File: config.mk
export PLATFORM = sky130hd
export DESIGN_NAME = mcsc_top
export DESIGN_NICKNAME = d
export VERILOG_FILES = /design/src/mcsc_pkg.sv /design/src/mcsc_top.sv
export VERILOG_INCLUDE_DIRS = /design/src /design/src/src
export SDC_FILE = /design/constraint.sdc
export NUM_CORES = 1
export LEC_CHECK = 0
export BUFFER_PORTS_ARGS = -buffer_cell sky130_fd_sc_hd__buf_2
export CELL_PAD_IN_SITES_DETAIL_PLACEMENT = 1
export CELL_PAD_IN_SITES_GLOBAL_PLACEMENT = 1
export CORE_MARGIN = 5
export CORE_UTILIZATION = 38
export DETAILED_ROUTE_END_ITERATION = 10
export PLACE_DENSITY_LB_ADDON = 0.1
export SLEW_MARGIN = 40
export SYNTH_ARGS = -nofsm -noshare
export SYNTH_HDL_FRONTEND = slang
export SYNTH_SLANG_ARGS = --single-unit
File: constraint.sdc
create_clock -name mclk_i -period 2.2 [get_ports mclk_i]
set_clock_uncertainty 0.15 [all_clocks]
set_input_delay 0.33 -clock mclk_i [delete_from_list [all_inputs] [get_ports mclk_i]]
set_output_delay 0.33 -clock mclk_i [all_outputs]
set_load 0.02 [all_outputs]
File: src/mcsc_params.svh
// constants of the multichip sync control block: offsets, field positions, resets, counts
// assumes it is included by bare name from the package and the block
`ifndef MCSC_PARAMS_SVH
`define MCSC_PARAMS_SVH

// register indices on the configuration port
`define MCSC_ADDR_DSC 5'h02
`define MCSC_ADDR_MSC 5'h03
`define MCSC_ADDR_STAT 5'h10

// multichip sync control word fields
`define MCSC_THR_MSB 31
`define MCSC_THR_LSB 27
`define MCSC_RXEN_BIT 26
`define MCSC_TXEN_BIT 25
`define MCSC_RXDLY_MSB 23
`define MCSC_RXDLY_LSB 19
`define MCSC_CHK_BIT 18
`define MCSC_SLAVE_BIT 16
`define MCSC_TXDLY_MSB 15
`define MCSC_TXDLY_LSB 11
// must-be-low bits 24 and 17 and the fields below 11 are not stored
`define MCSC_MSC_WMASK 32'hFEFD_F800
`define MCSC_MSC_RST 32'h0000_0000

// data sync control: only the slave sampling edge bit is kept here
`define MCSC_EDGE_BIT 1
`define MCSC_DSC_WMASK 16'h0002
`define MCSC_DSC_RST 16'h0000

// status word bits
`define MCSC_STAT_ERR_BIT 0
`define MCSC_STAT_LOCK_BIT 1

// delay line step and sync pulse spacing
`define MCSC_DLY_STEP_PS 12'h050
`define MCSC_SYNC_PERIOD 5'h10

`endif

File: src/mcsc_pkg.sv
// types shared by the multichip sync control block
// assumes mcsc_params.svh is on the include path
package mcsc_pkg;
  `include "mcsc_params.svh"

  typedef struct packed {
    logic [4:0] thr;
    logic rx_en;
    logic tx_en;
    logic [4:0] rx_dly;
    logic auto_chk;
    logic slave;
    logic [4:0] tx_dly;
    logic edge_rise;
  } mcsc_cfg_t;

  typedef struct packed {
    logic [11:0] rx_ps;
    logic [11:0] tx_ps;
  } mcsc_dly_t;

  typedef enum logic [0:0] {CHK_IDLE, CHK_ARMED} mcsc_chk_t;
endpackage

File: src/mcsc_top.sv
// multichip sync control: control word, data clock pin direction, sync pulse tx/rx, checks
// assumes the serial port logic presents register accesses on mclk_i; pins are asynchronous
`include "mcsc_params.svh"

// Operation
// RL1: five-bit correlation threshold sets how many good sync pulses declare lock.
// RL2: receive enable bit gates the sync receive logic; off after reset.
// RL3: transmit enable bit gates the sync pulse generator; off after reset.
// RL4: software writes zero to bits 24 and 17; they are never stored.
// RL5: incoming sync delay code gives 80 ps per step, all ones 2480 ps.
// RL6: check mode bit picks manual armed checking or automatic continuous checking.
// RL7: slave bit turns the data clock pin into an input; off after reset.
// RL8: in slave mode data is latched on the chosen external clock edge.
// RL9: software enables slave mode only with 4x or 8x interpolation.
// RL10: outgoing sync delay code gives 80 ps steps relative to reference clock.
// RL11: edge select 0 samples on falling edge, 1 on rising edge.
// RL12: outgoing delay code all ones adds 2480 ps.
module mcsc_top
  import mcsc_pkg::*;
#(
  parameter int DATA_W = 16
) (
  // clock and reset
  input wire logic mclk_i,
  input wire logic rst_b_i,
  // register port
  input wire logic reg_wr_i,
  input wire logic reg_rd_i,
  input wire logic [4:0] reg_addr_i,
  input wire logic [31:0] reg_wdata_i,
  output logic [31:0] reg_rdata_o,
  output logic reg_rvalid_o,
  // data clock pin and data pins
  input wire logic data_clock_pin_i,
  output logic data_clock_pin_o,
  output logic data_clock_pin_oe_b_o,
  input wire logic [DATA_W-1:0] data_i,
  output logic [DATA_W-1:0] samp_data_o,
  output logic samp_valid_o,
  // sync chain pins
  input wire logic sync_in_i,
  output logic sync_out_o,
  // block side
  input wire logic check_req_i,
  output mcsc_pkg::mcsc_cfg_t cfg_o,
  output mcsc_pkg::mcsc_dly_t dly_o,
  output logic sync_rx_o,
  output logic sync_err_o,
  output logic sync_lock_o
);
  import mcsc_pkg::*;

  logic [31:0] msc_ff;
  logic [15:0] dsc_ff;
  mcsc_cfg_t cfg;
  logic sclk_s1_ff, sclk_s2_ff, sclk_s3_ff;
  logic [DATA_W-1:0] dat_s1_ff, dat_s2_ff;
  logic syn_s1_ff, syn_s2_ff, syn_s3_ff;
  logic dclk_ff, oe_b_ff;
  logic [4:0] tx_cnt_ff, rx_cnt_ff, good_cnt_ff;
  logic seen_ff, rx_pulse, mismatch, take;
  mcsc_chk_t chk_ff;

  //////////////////////////////////////////////////////////////////////////////
  // register file

  always_ff @(posedge mclk_i) begin
    if (!rst_b_i) begin
      msc_ff <= `MCSC_MSC_RST;
      dsc_ff <= `MCSC_DSC_RST;
    end else if (reg_wr_i) begin
      // must-be-low bits are masked so a careless write cannot reach hidden logic; see RL4
      if (reg_addr_i == `MCSC_ADDR_MSC) begin
        msc_ff <= reg_wdata_i & `MCSC_MSC_WMASK;
      end
      if (reg_addr_i == `MCSC_ADDR_DSC) begin
        dsc_ff <= reg_wdata_i[15:0] & `MCSC_DSC_WMASK;
      end
    end
  end

  always_ff @(posedge mclk_i) begin
    if (!rst_b_i) begin
      reg_rdata_o <= 32'h0000_0000;
      reg_rvalid_o <= 1'b0;
    end else begin
      reg_rvalid_o <= reg_rd_i;
      if (reg_rd_i) begin
        case (reg_addr_i)
          `MCSC_ADDR_MSC: reg_rdata_o <= msc_ff;
          `MCSC_ADDR_DSC: reg_rdata_o <= {16'h0000, dsc_ff};
          `MCSC_ADDR_STAT: reg_rdata_o <= {30'h0, sync_lock_o, sync_err_o};
          default: reg_rdata_o <= 32'h0000_0000;
        endcase
      end
    end
  end

  assign cfg.thr = msc_ff[`MCSC_THR_MSB:`MCSC_THR_LSB];
  assign cfg.rx_en = msc_ff[`MCSC_RXEN_BIT];
  assign cfg.tx_en = msc_ff[`MCSC_TXEN_BIT];
  assign cfg.rx_dly = msc_ff[`MCSC_RXDLY_MSB:`MCSC_RXDLY_LSB];
  assign cfg.auto_chk = msc_ff[`MCSC_CHK_BIT];
  assign cfg.slave = msc_ff[`MCSC_SLAVE_BIT];
  assign cfg.tx_dly = msc_ff[`MCSC_TXDLY_MSB:`MCSC_TXDLY_LSB];
  assign cfg.edge_rise = dsc_ff[`MCSC_EDGE_BIT];
  assign cfg_o = cfg;

  // delay line settings for the analog cells, in ps
  always_ff @(posedge mclk_i) begin
    if (!rst_b_i) begin
      dly_o <= '0;
    end else begin
      dly_o.rx_ps <= 12'(cfg.rx_dly) * `MCSC_DLY_STEP_PS; // see RL5
      dly_o.tx_ps <= 12'(cfg.tx_dly) * `MCSC_DLY_STEP_PS; // see RL10, see RL12
    end
  end

  //////////////////////////////////////////////////////////////////////////////
  // data clock pin and data capture

  always_ff @(posedge mclk_i) begin
    if (!rst_b_i) begin
      sclk_s1_ff <= 1'b0;
      sclk_s2_ff <= 1'b0;
      sclk_s3_ff <= 1'b0;
      dat_s1_ff <= '0;
      dat_s2_ff <= '0;
      syn_s1_ff <= 1'b0;
      syn_s2_ff <= 1'b0;
      syn_s3_ff <= 1'b0;
    end else begin
      sclk_s1_ff <= data_clock_pin_i;
      sclk_s2_ff <= sclk_s1_ff;
      sclk_s3_ff <= sclk_s2_ff;
      dat_s1_ff <= data_i;
      dat_s2_ff <= dat_s1_ff;
      syn_s1_ff <= sync_in_i;
      syn_s2_ff <= syn_s1_ff;
      syn_s3_ff <= syn_s2_ff;
    end
  end

  // master mode drives a half-rate clock; slave mode releases the pin
  always_ff @(posedge mclk_i) begin
    if (!rst_b_i) begin
      dclk_ff <= 1'b0;
      oe_b_ff <= 1'b0;
    end else begin
      dclk_ff <= ~dclk_ff;
      oe_b_ff <= cfg.slave; // see RL7
    end
  end
  assign data_clock_pin_o = dclk_ff;
  assign data_clock_pin_oe_b_o = oe_b_ff;

  // data and clock share the same two-stage delay so the chosen edge stays aligned
  always_comb begin
    if (cfg.slave) begin
      if (cfg.edge_rise) begin
        take = sclk_s2_ff & ~sclk_s3_ff; // see RL8
      end else begin
        take = ~sclk_s2_ff & sclk_s3_ff; // see RL11
      end
    end else begin
      take = ~dclk_ff;
    end
  end

  always_ff @(posedge mclk_i) begin
    if (!rst_b_i) begin
      samp_data_o <= '0;
      samp_valid_o <= 1'b0;
    end else begin
      samp_valid_o <= take;
      if (take) begin
        samp_data_o <= dat_s2_ff;
      end
    end
  end

  //////////////////////////////////////////////////////////////////////////////
  // sync pulse generator

  always_ff @(posedge mclk_i) begin
    if (!rst_b_i) begin
      tx_cnt_ff <= 5'h00;
      sync_out_o <= 1'b0;
    end else begin
      tx_cnt_ff <= (tx_cnt_ff == `MCSC_SYNC_PERIOD - 5'h01) ? 5'h00 : tx_cnt_ff + 5'h01;
      sync_out_o <= cfg.tx_en && (tx_cnt_ff == 5'h00); // see RL3
    end
  end

  //////////////////////////////////////////////////////////////////////////////
  // sync receiver, lock and error check

  assign rx_pulse = cfg.rx_en & syn_s2_ff & ~syn_s3_ff; // see RL2
  // a pulse off the expected spacing counts as a sync error
  assign mismatch = rx_pulse && seen_ff && (rx_cnt_ff != `MCSC_SYNC_PERIOD - 5'h01);

  always_ff @(posedge mclk_i) begin
    if (!rst_b_i) begin
      rx_cnt_ff <= 5'h00;
      seen_ff <= 1'b0;
      good_cnt_ff <= 5'h00;
      sync_rx_o <= 1'b0;
    end else begin
      sync_rx_o <= rx_pulse;
      if (!cfg.rx_en) begin
        seen_ff <= 1'b0;
        good_cnt_ff <= 5'h00;
      end else if (rx_pulse) begin
        seen_ff <= 1'b1;
        // low thresholds lock sooner but trust fewer pulses; see RL1
        if (mismatch) begin
          good_cnt_ff <= 5'h00;
        end else if (seen_ff && good_cnt_ff != 5'h1F) begin
          good_cnt_ff <= good_cnt_ff + 5'h01;
        end
      end
      rx_cnt_ff <= rx_pulse ? 5'h00 : rx_cnt_ff + 5'h01;
    end
  end
  assign sync_lock_o = cfg.rx_en && seen_ff && (good_cnt_ff >= cfg.thr); // see RL1

  // manual mode looks only at the first pulse after a request
  always_ff @(posedge mclk_i) begin
    if (!rst_b_i) begin
      chk_ff <= CHK_IDLE;
    end else begin
      case (chk_ff)
        CHK_IDLE: if (check_req_i) chk_ff <= CHK_ARMED;
        CHK_ARMED: if (rx_pulse && seen_ff) chk_ff <= CHK_IDLE;
        default: chk_ff <= CHK_IDLE;
      endcase
    end
  end

  always_ff @(posedge mclk_i) begin
    if (!rst_b_i) begin
      sync_err_o <= 1'b0;
    end else if (mismatch && (cfg.auto_chk || chk_ff == CHK_ARMED)) begin
      sync_err_o <= 1'b1; // see RL6
    end else if (check_req_i) begin
      sync_err_o <= 1'b0;
    end
  end

  //////////////////////////////////////////////////////////////////////////////
  // checks

  thr_write_a: assert property (@(posedge mclk_i) disable iff (!rst_b_i) // see RL1
    (reg_wr_i && reg_addr_i == `MCSC_ADDR_MSC) |=> cfg_o.thr == $past(reg_wdata_i[31:27]))
    else $error("threshold not taken from write");
  rx_gated_a: assert property (@(posedge mclk_i) disable iff (!rst_b_i) // see RL2
    sync_rx_o |-> $past(cfg.rx_en) && !$past(syn_s3_ff))
    else $error("sync received while receiver off");
  tx_gated_a: assert property (@(posedge mclk_i) disable iff (!rst_b_i) // see RL3
    sync_out_o |-> $past(cfg.tx_en) && $past(tx_cnt_ff) == 5'h00)
    else $error("sync pulse while generator off");
  tx_spacing_a: assert property (@(posedge mclk_i) disable iff (!rst_b_i) // see RL3
    sync_out_o |=> !sync_out_o [*8])
    else $error("sync pulses too close");
  rx_delay_a: assert property (@(posedge mclk_i) disable iff (!rst_b_i) // see RL5
    1'b1 |=> dly_o.rx_ps == 12'($past(cfg.rx_dly)) * 12'h050)
    else $error("rx delay not 80 ps per step");
  tx_delay_a: assert property (@(posedge mclk_i) disable iff (!rst_b_i) // see RL10
    1'b1 |=> dly_o.tx_ps == 12'($past(cfg.tx_dly)) * 12'h050)
    else $error("tx delay not 80 ps per step");
  tx_delay_max_a: assert property (@(posedge mclk_i) disable iff (!rst_b_i) // see RL12
    cfg.tx_dly == 5'h1F |=> dly_o.tx_ps == 12'h9B0)
    else $error("tx delay all ones not 2480 ps");
  err_mode_a: assert property (@(posedge mclk_i) disable iff (!rst_b_i) // see RL6
    $rose(sync_err_o) |-> $past(cfg.auto_chk) || $past(chk_ff) == CHK_ARMED)
    else $error("sync error set without check");
  pin_dir_a: assert property (@(posedge mclk_i) disable iff (!rst_b_i) // see RL7
    cfg.slave |=> data_clock_pin_oe_b_o)
    else $error("data clock pin driven in slave mode");
  rise_edge_a: assert property (@(posedge mclk_i) disable iff (!rst_b_i) // see RL8
    (samp_valid_o && $past(cfg.slave) && $past(cfg.edge_rise))
      |-> $past(sclk_s2_ff) && !$past(sclk_s3_ff))
    else $error("slave sample not on rising edge");
  fall_edge_a: assert property (@(posedge mclk_i) disable iff (!rst_b_i) // see RL11
    (samp_valid_o && $past(cfg.slave) && !$past(cfg.edge_rise))
      |-> !$past(sclk_s2_ff) && $past(sclk_s3_ff))
    else $error("slave sample not on falling edge");

  slave_samp_c: cover property (@(posedge mclk_i) disable iff (!rst_b_i)
    cfg.slave && samp_valid_o);
  lock_c: cover property (@(posedge mclk_i) disable iff (!rst_b_i) $rose(sync_lock_o));
  manual_err_c: cover property (@(posedge mclk_i) disable iff (!rst_b_i)
    !cfg.auto_chk && $rose(sync_err_o));
endmodule

# == Yosys cells after proc, flatten, opt, wreduce, memory -nomap -nowiden ==
# Cells that the tools add are included.
# totals
romBits,0
out_inout_bits,100
latchBits,0
ramBits,0
ff_bits,154
inputBits,60
n_memories,0
# classes
n_lt_le_gt_ge,1
eq_ne,6
n_bitwise,10
addsub,3
n_mux,10
n_div,0
n_shift,0
multipliers,2
reduce_logical,17
# op_table
operator,count
one-hot mux 32 bit (3 select lines),1
multiplier 5 x 3 -> 8 bit (second input constant),2
adder 5 x 1 -> 5 bit (second input constant),3
== test 5 x 2 -> 1 bit (second input constant),2
2-to-1 mux 5 bit,2
AND reduction 2 bit,4
logical AND 1 bit,7
2-to-1 mux 1 bit,6
inverter 1 bit,6
== test 5 x 4 -> 1 bit (second input constant),1
== test 5 bit (second input constant),1
>= comparator 5 bit,1
zero test 5 bit,1
!= test 5 x 4 -> 1 bit (second input constant),1
!= test 5 bit (second input constant),1
bitwise AND 1 bit,4
nonzero test 2 bit,2
OR reduction 2 bit,2
one-hot mux 1 bit (2 select lines),1
logical OR 1 bit,1

# == Logic depth before layout (Yosys ltp) ==
# logic_depth
ltp_word,6
ltp_mapped,7
depth_no_buf,7

# == Least setup slack after synthesis ==
# OpenSTA, ideal clock, no wires.
# synth_path
path_kind,register -> register
start,register msc_ff[22]
end,register dly_o[21] (netlist name)
setup_ns,0.115
t_required_ns,1.935
setup_slack_ns,0.290
stages_incl_launch_ff,6
arrival_time_ns,1.645
synth_period_minus_slack_ns,1.910
path_cell_list,dfxtp_1 -> ha_1 -> ha_1 -> fa_1 -> xor2_1 -> and2_1
# synth_via
elab_chain_len,1
# synth_rtl
item,line_no,rtl
"start, declared",mcsc_top.sv:53,logic [31:0] msc_ff;
"start signal, assigned",mcsc_top.sv:69,msc_ff <= `MCSC_MSC_RST;
"start signal, assigned",mcsc_top.sv:74,msc_ff <= reg_wdata_i & `MCSC_MSC_WMASK;
multiplier 5 x 3 -> 8 bit (no line),--,
"end, declared",mcsc_top.sv:46,"output mcsc_pkg::mcsc_dly_t dly_o,"
# No other way between the ends.
# A chain may end at the register's enable or synchronous reset.

# == Worst setup path after layout ==
# layout_path
start,register msc_ff[31]
end,output port sync_lock_o
# layout_via
elab_chain_len,2
# layout_rtl
item,line_no,rtl
>= comparator 5 bit,mcsc_top.sv:225,assign sync_lock_o = cfg.rx_en && seen_ff && (good_cnt_ff >= cfg.thr);
logical AND 1 bit,mcsc_top.sv:225,
"end, declared",mcsc_top.sv:49,output logic sync_lock_o
# No other way between the ends.

==> flow_metrics.env <==
export IMPL_hold_viol=0
export IMPL_synth_seq_cells=135
export IMPL_seq_area_um2=2710
export IMPL_grt_pass1_vias=4027
export IMPL_clkTransAtPathRegs_ps=60
export IMPL_fin_crit_sh_pct=95.0
export IMPL_fmax_ghz=0.478
export IMPL_cts_buffer_depth=2
export IMPL_critPathMaxStageDelay_ps=350
export IMPL_core_area_um2=13300
export IMPL_drc=0
export IMPL_relSlewSlack_pct=61.1
export IMPL_report_final_slew_viol_count=0
export IMPL_synthTopCellsByCount="135 x dfxtp_1, 64 x nor2b_1, 56 x and2_1, 28 x a21oi_1, 24 x ha_1"
export IMPL_min_to="msc_ff[20]"
export IMPL_vias_per_cell=4.59
export IMPL_status="finished clean"
export IMPL_yosysTopAreaCell="dfxtp_1"
export IMPL_hp_start="reg_wdata_i[20]"
export IMPL_cap_violations=0
export IMPL_globalRouteOverflowTotal=0
export IMPL_start_util_pct=39.0
export IMPL_syn_avg_cell_area_um2=10.1
export IMPL_clock_sinks=135
export IMPL_crit_slowest_cell="dfxtp_2"
export IMPL_timing_worst_setup_path_type="reg -> out"
export IMPL_yosys_area_top_type_share_pct=52.0
export IMPL_cts_made_buffers=17
export IMPL_max_slew_worst_pin_slew_ps=584
export IMPL_die_area_um2=16100
export IMPL_dr_pass1_iters=6
export IMPL_cts_root_buf="clkbuf_16"
export IMPL_crit_chain="inv_1, ha_4, nand4_1, nand2_1, a21oi_2, inv_1, buf_6"
export IMPL_die_w_um=127
export IMPL_synth_cell_types=41
export IMPL_reg2reg_slack_ps=150
export IMPL_synth_ff_type="dfxtp_1"
export IMPL_end_kind="output pin"
export IMPL_die_h_um=127
export IMPL_critPathMostFrequentCell="inv_1"
export IMPL_ys_async_sr_fraction_pct=0
export IMPL_io_pins=160
export IMPL_routed_wl_um=12400
export IMPL_worst_r2r_cell_count=7
export IMPL_critical_path_top_delay_family="flip-flops"
export IMPL_grt_max_degree=68
export IMPL_synth_area_um2=5200
export IMPL_num_vias=3923
export IMPL_r2r_end="good_cnt_ff[2]"
export IMPL_num_rows=42
export IMPL_num_nets_final=751
export IMPL_drt_iter0_drc=114
export IMPL_worstPathArrival_ps=1610
export IMPL_p_leak_nw=3.25
export IMPL_ant_nets=0
export IMPL_synthCells=513
export IMPL_final_layout_size_suffix_gt1_share_pct=28.6
export IMPL_ys_seq_area_share_pct=52.0
export IMPL_min_period_ps=2090
export IMPL_setup_violations_final=0
export IMPL_globalplace_congestion=0.747
export IMPL_path_buf_inv=3
export IMPL_hp_class="in -> reg"
export IMPL_fin_tns_setup_ps=0
export IMPL_antenna_found_initial=1
export IMPL_finalPower_mw=5.69
export IMPL_dpl_hpwl_um=8510
export IMPL_multiInputGateArea_um2=2290
export IMPL_htreeDepth=4
export IMPL_portBuffers=128
export IMPL_worstHoldPathCells=3
export IMPL_p_per_area_nw_per_um2=836
export IMPL_track_usage_pct=15.6
export IMPL_avgRoutedWirePerCell_um=14.6
export IMPL_path_max_fanout=4
export IMPL_clock_latency_ps=410
export IMPL_utilization_pct=51.0
export IMPL_whs_ps=30.1
export IMPL_yosys_top_cells_area="dfxtp_1 52%, nor2b_1 7.7%, and2_1 6.7%"
export IMPL_startpoint_type="register"
export IMPL_cts_tree="yes"
export IMPL_n_fill_cell=1541
export IMPL_yosysMostFrequentCell="dfxtp_1"
export IMPL_required_ps=1720
export IMPL_rr_startpoint="good_cnt_ff[0]"
export IMPL_syn2layout_area_growth_pct=30.9
export IMPL_grt_pass1_wl_um=19800
export IMPL_ir_worst_vdd_mv=0.499
export IMPL_synth_edff_count=0
export IMPL_antenna_cells=0
export IMPL_yosys_warnings=0
==> power by group <==
part	internal [mW]	switching [mW]	total [mW]
clock	1.84	1.04	2.87
sequential	2.51	0.0269	2.53
combinational	0.126	0.162	0.288
==> timing repair <==
item,CTS,global route
pin swaps,1,6
setup buffers,3,0
hold endpoints to repair,18,0
setup endpoints to repair,1,1
resized for setup,6,14
hold buffers,18,0
==> area by class of cell <==
type	instances	area share (%)
Timing Repair Buffer	159	13.6
Sequential cell	135	39.9
Clock inverter	12	2.22
Inverter	14	0.772
Clock buffer	20	6.71
Tap cell	176	3.23
Multi-Input combinational cell	338	33.6
==> through the flow <==
stage	cells	worst slack, ps	instance area, µm²
floorplan	531	290	5270
global placement	801	309	5920
detailed placement	801	205	5920
CTS	854	1.71	6740
global route	854	-2.39	6810
finish	854	110	6810
==> worst max-delay path by stage <==
stage	endpoint	slack (ps)	startpoint	cells after the start
after floorplan	dly_o[21]	290	msc_ff[22]	5
after global placement	sync_lock_o	310	msc_ff[29]	7
after CTS	sync_lock_o	2	good_cnt_ff[2]	6
after global routing	sync_lock_o	-2	msc_ff[31]	6
final	sync_lock_o	110	msc_ff[31]	7
after detailed placement	good_cnt_ff[2]	210	rx_cnt_ff[0]	7
==> tightest hold or removal path: cells and delay by family <==
family | cells | cell delay (ps)
mux | 1 | 50
simple gates | 1 | 90
buf+inv | 1 | 80
==> flip-flops by register name (all words and copies together) (netlist names), 5 cells and up <==
register / cells
dat_s1_ff: 16
dat_s2_ff: 16
dly_o: 16
good_cnt_ff: 5
msc_ff: 19
reg_rdata_o: 21
rx_cnt_ff: 5
samp_data_o: 16
tx_cnt_ff: 5
==> cells by family after synthesis <==
family,count (synthesis),synth area share (%)
compound gates,59,6.57
xor+xnor,8,1.35
buf+inv,58,6.45
fa+ha+maj,26,6.54
flops,135,52.0
simple gates,205,23.0
other cells,1,0.0721
mux,21,4.04
==> cell usage in the layout (no fill, tap or decap), drive strengths merged, types with 14 or more instances in the layout <==
| cell | instances |
|---|---|
| o21ai | 19 |
| ha | 24 |
| nor2b | 64 |
| dfxtp | 135 |
| mux2i | 21 |
| and2 | 56 |
| a21oi | 28 |
| nand2 | 23 |
| inv | 14 |
| dlygate4sd3 | 18 |
| buf | 141 |
| conb | 19 |
| nand3 | 22 |
| nor2 | 18 |
| clkbuf | 20 |
==> layer usage <==
layer | track usage [%] | part of all wire [%] | vias to the layer above
met5 | 0 | 0.056 | -
met2 | 27.7 | 50 | 100
met4 | 5.87 | 1.4 | 2
met1 | 17.4 | 42 | 1861
li1 | - | - | 1947
met3 | 4.76 | 6.3 | 13
Power figures use the tool's default switching activity.
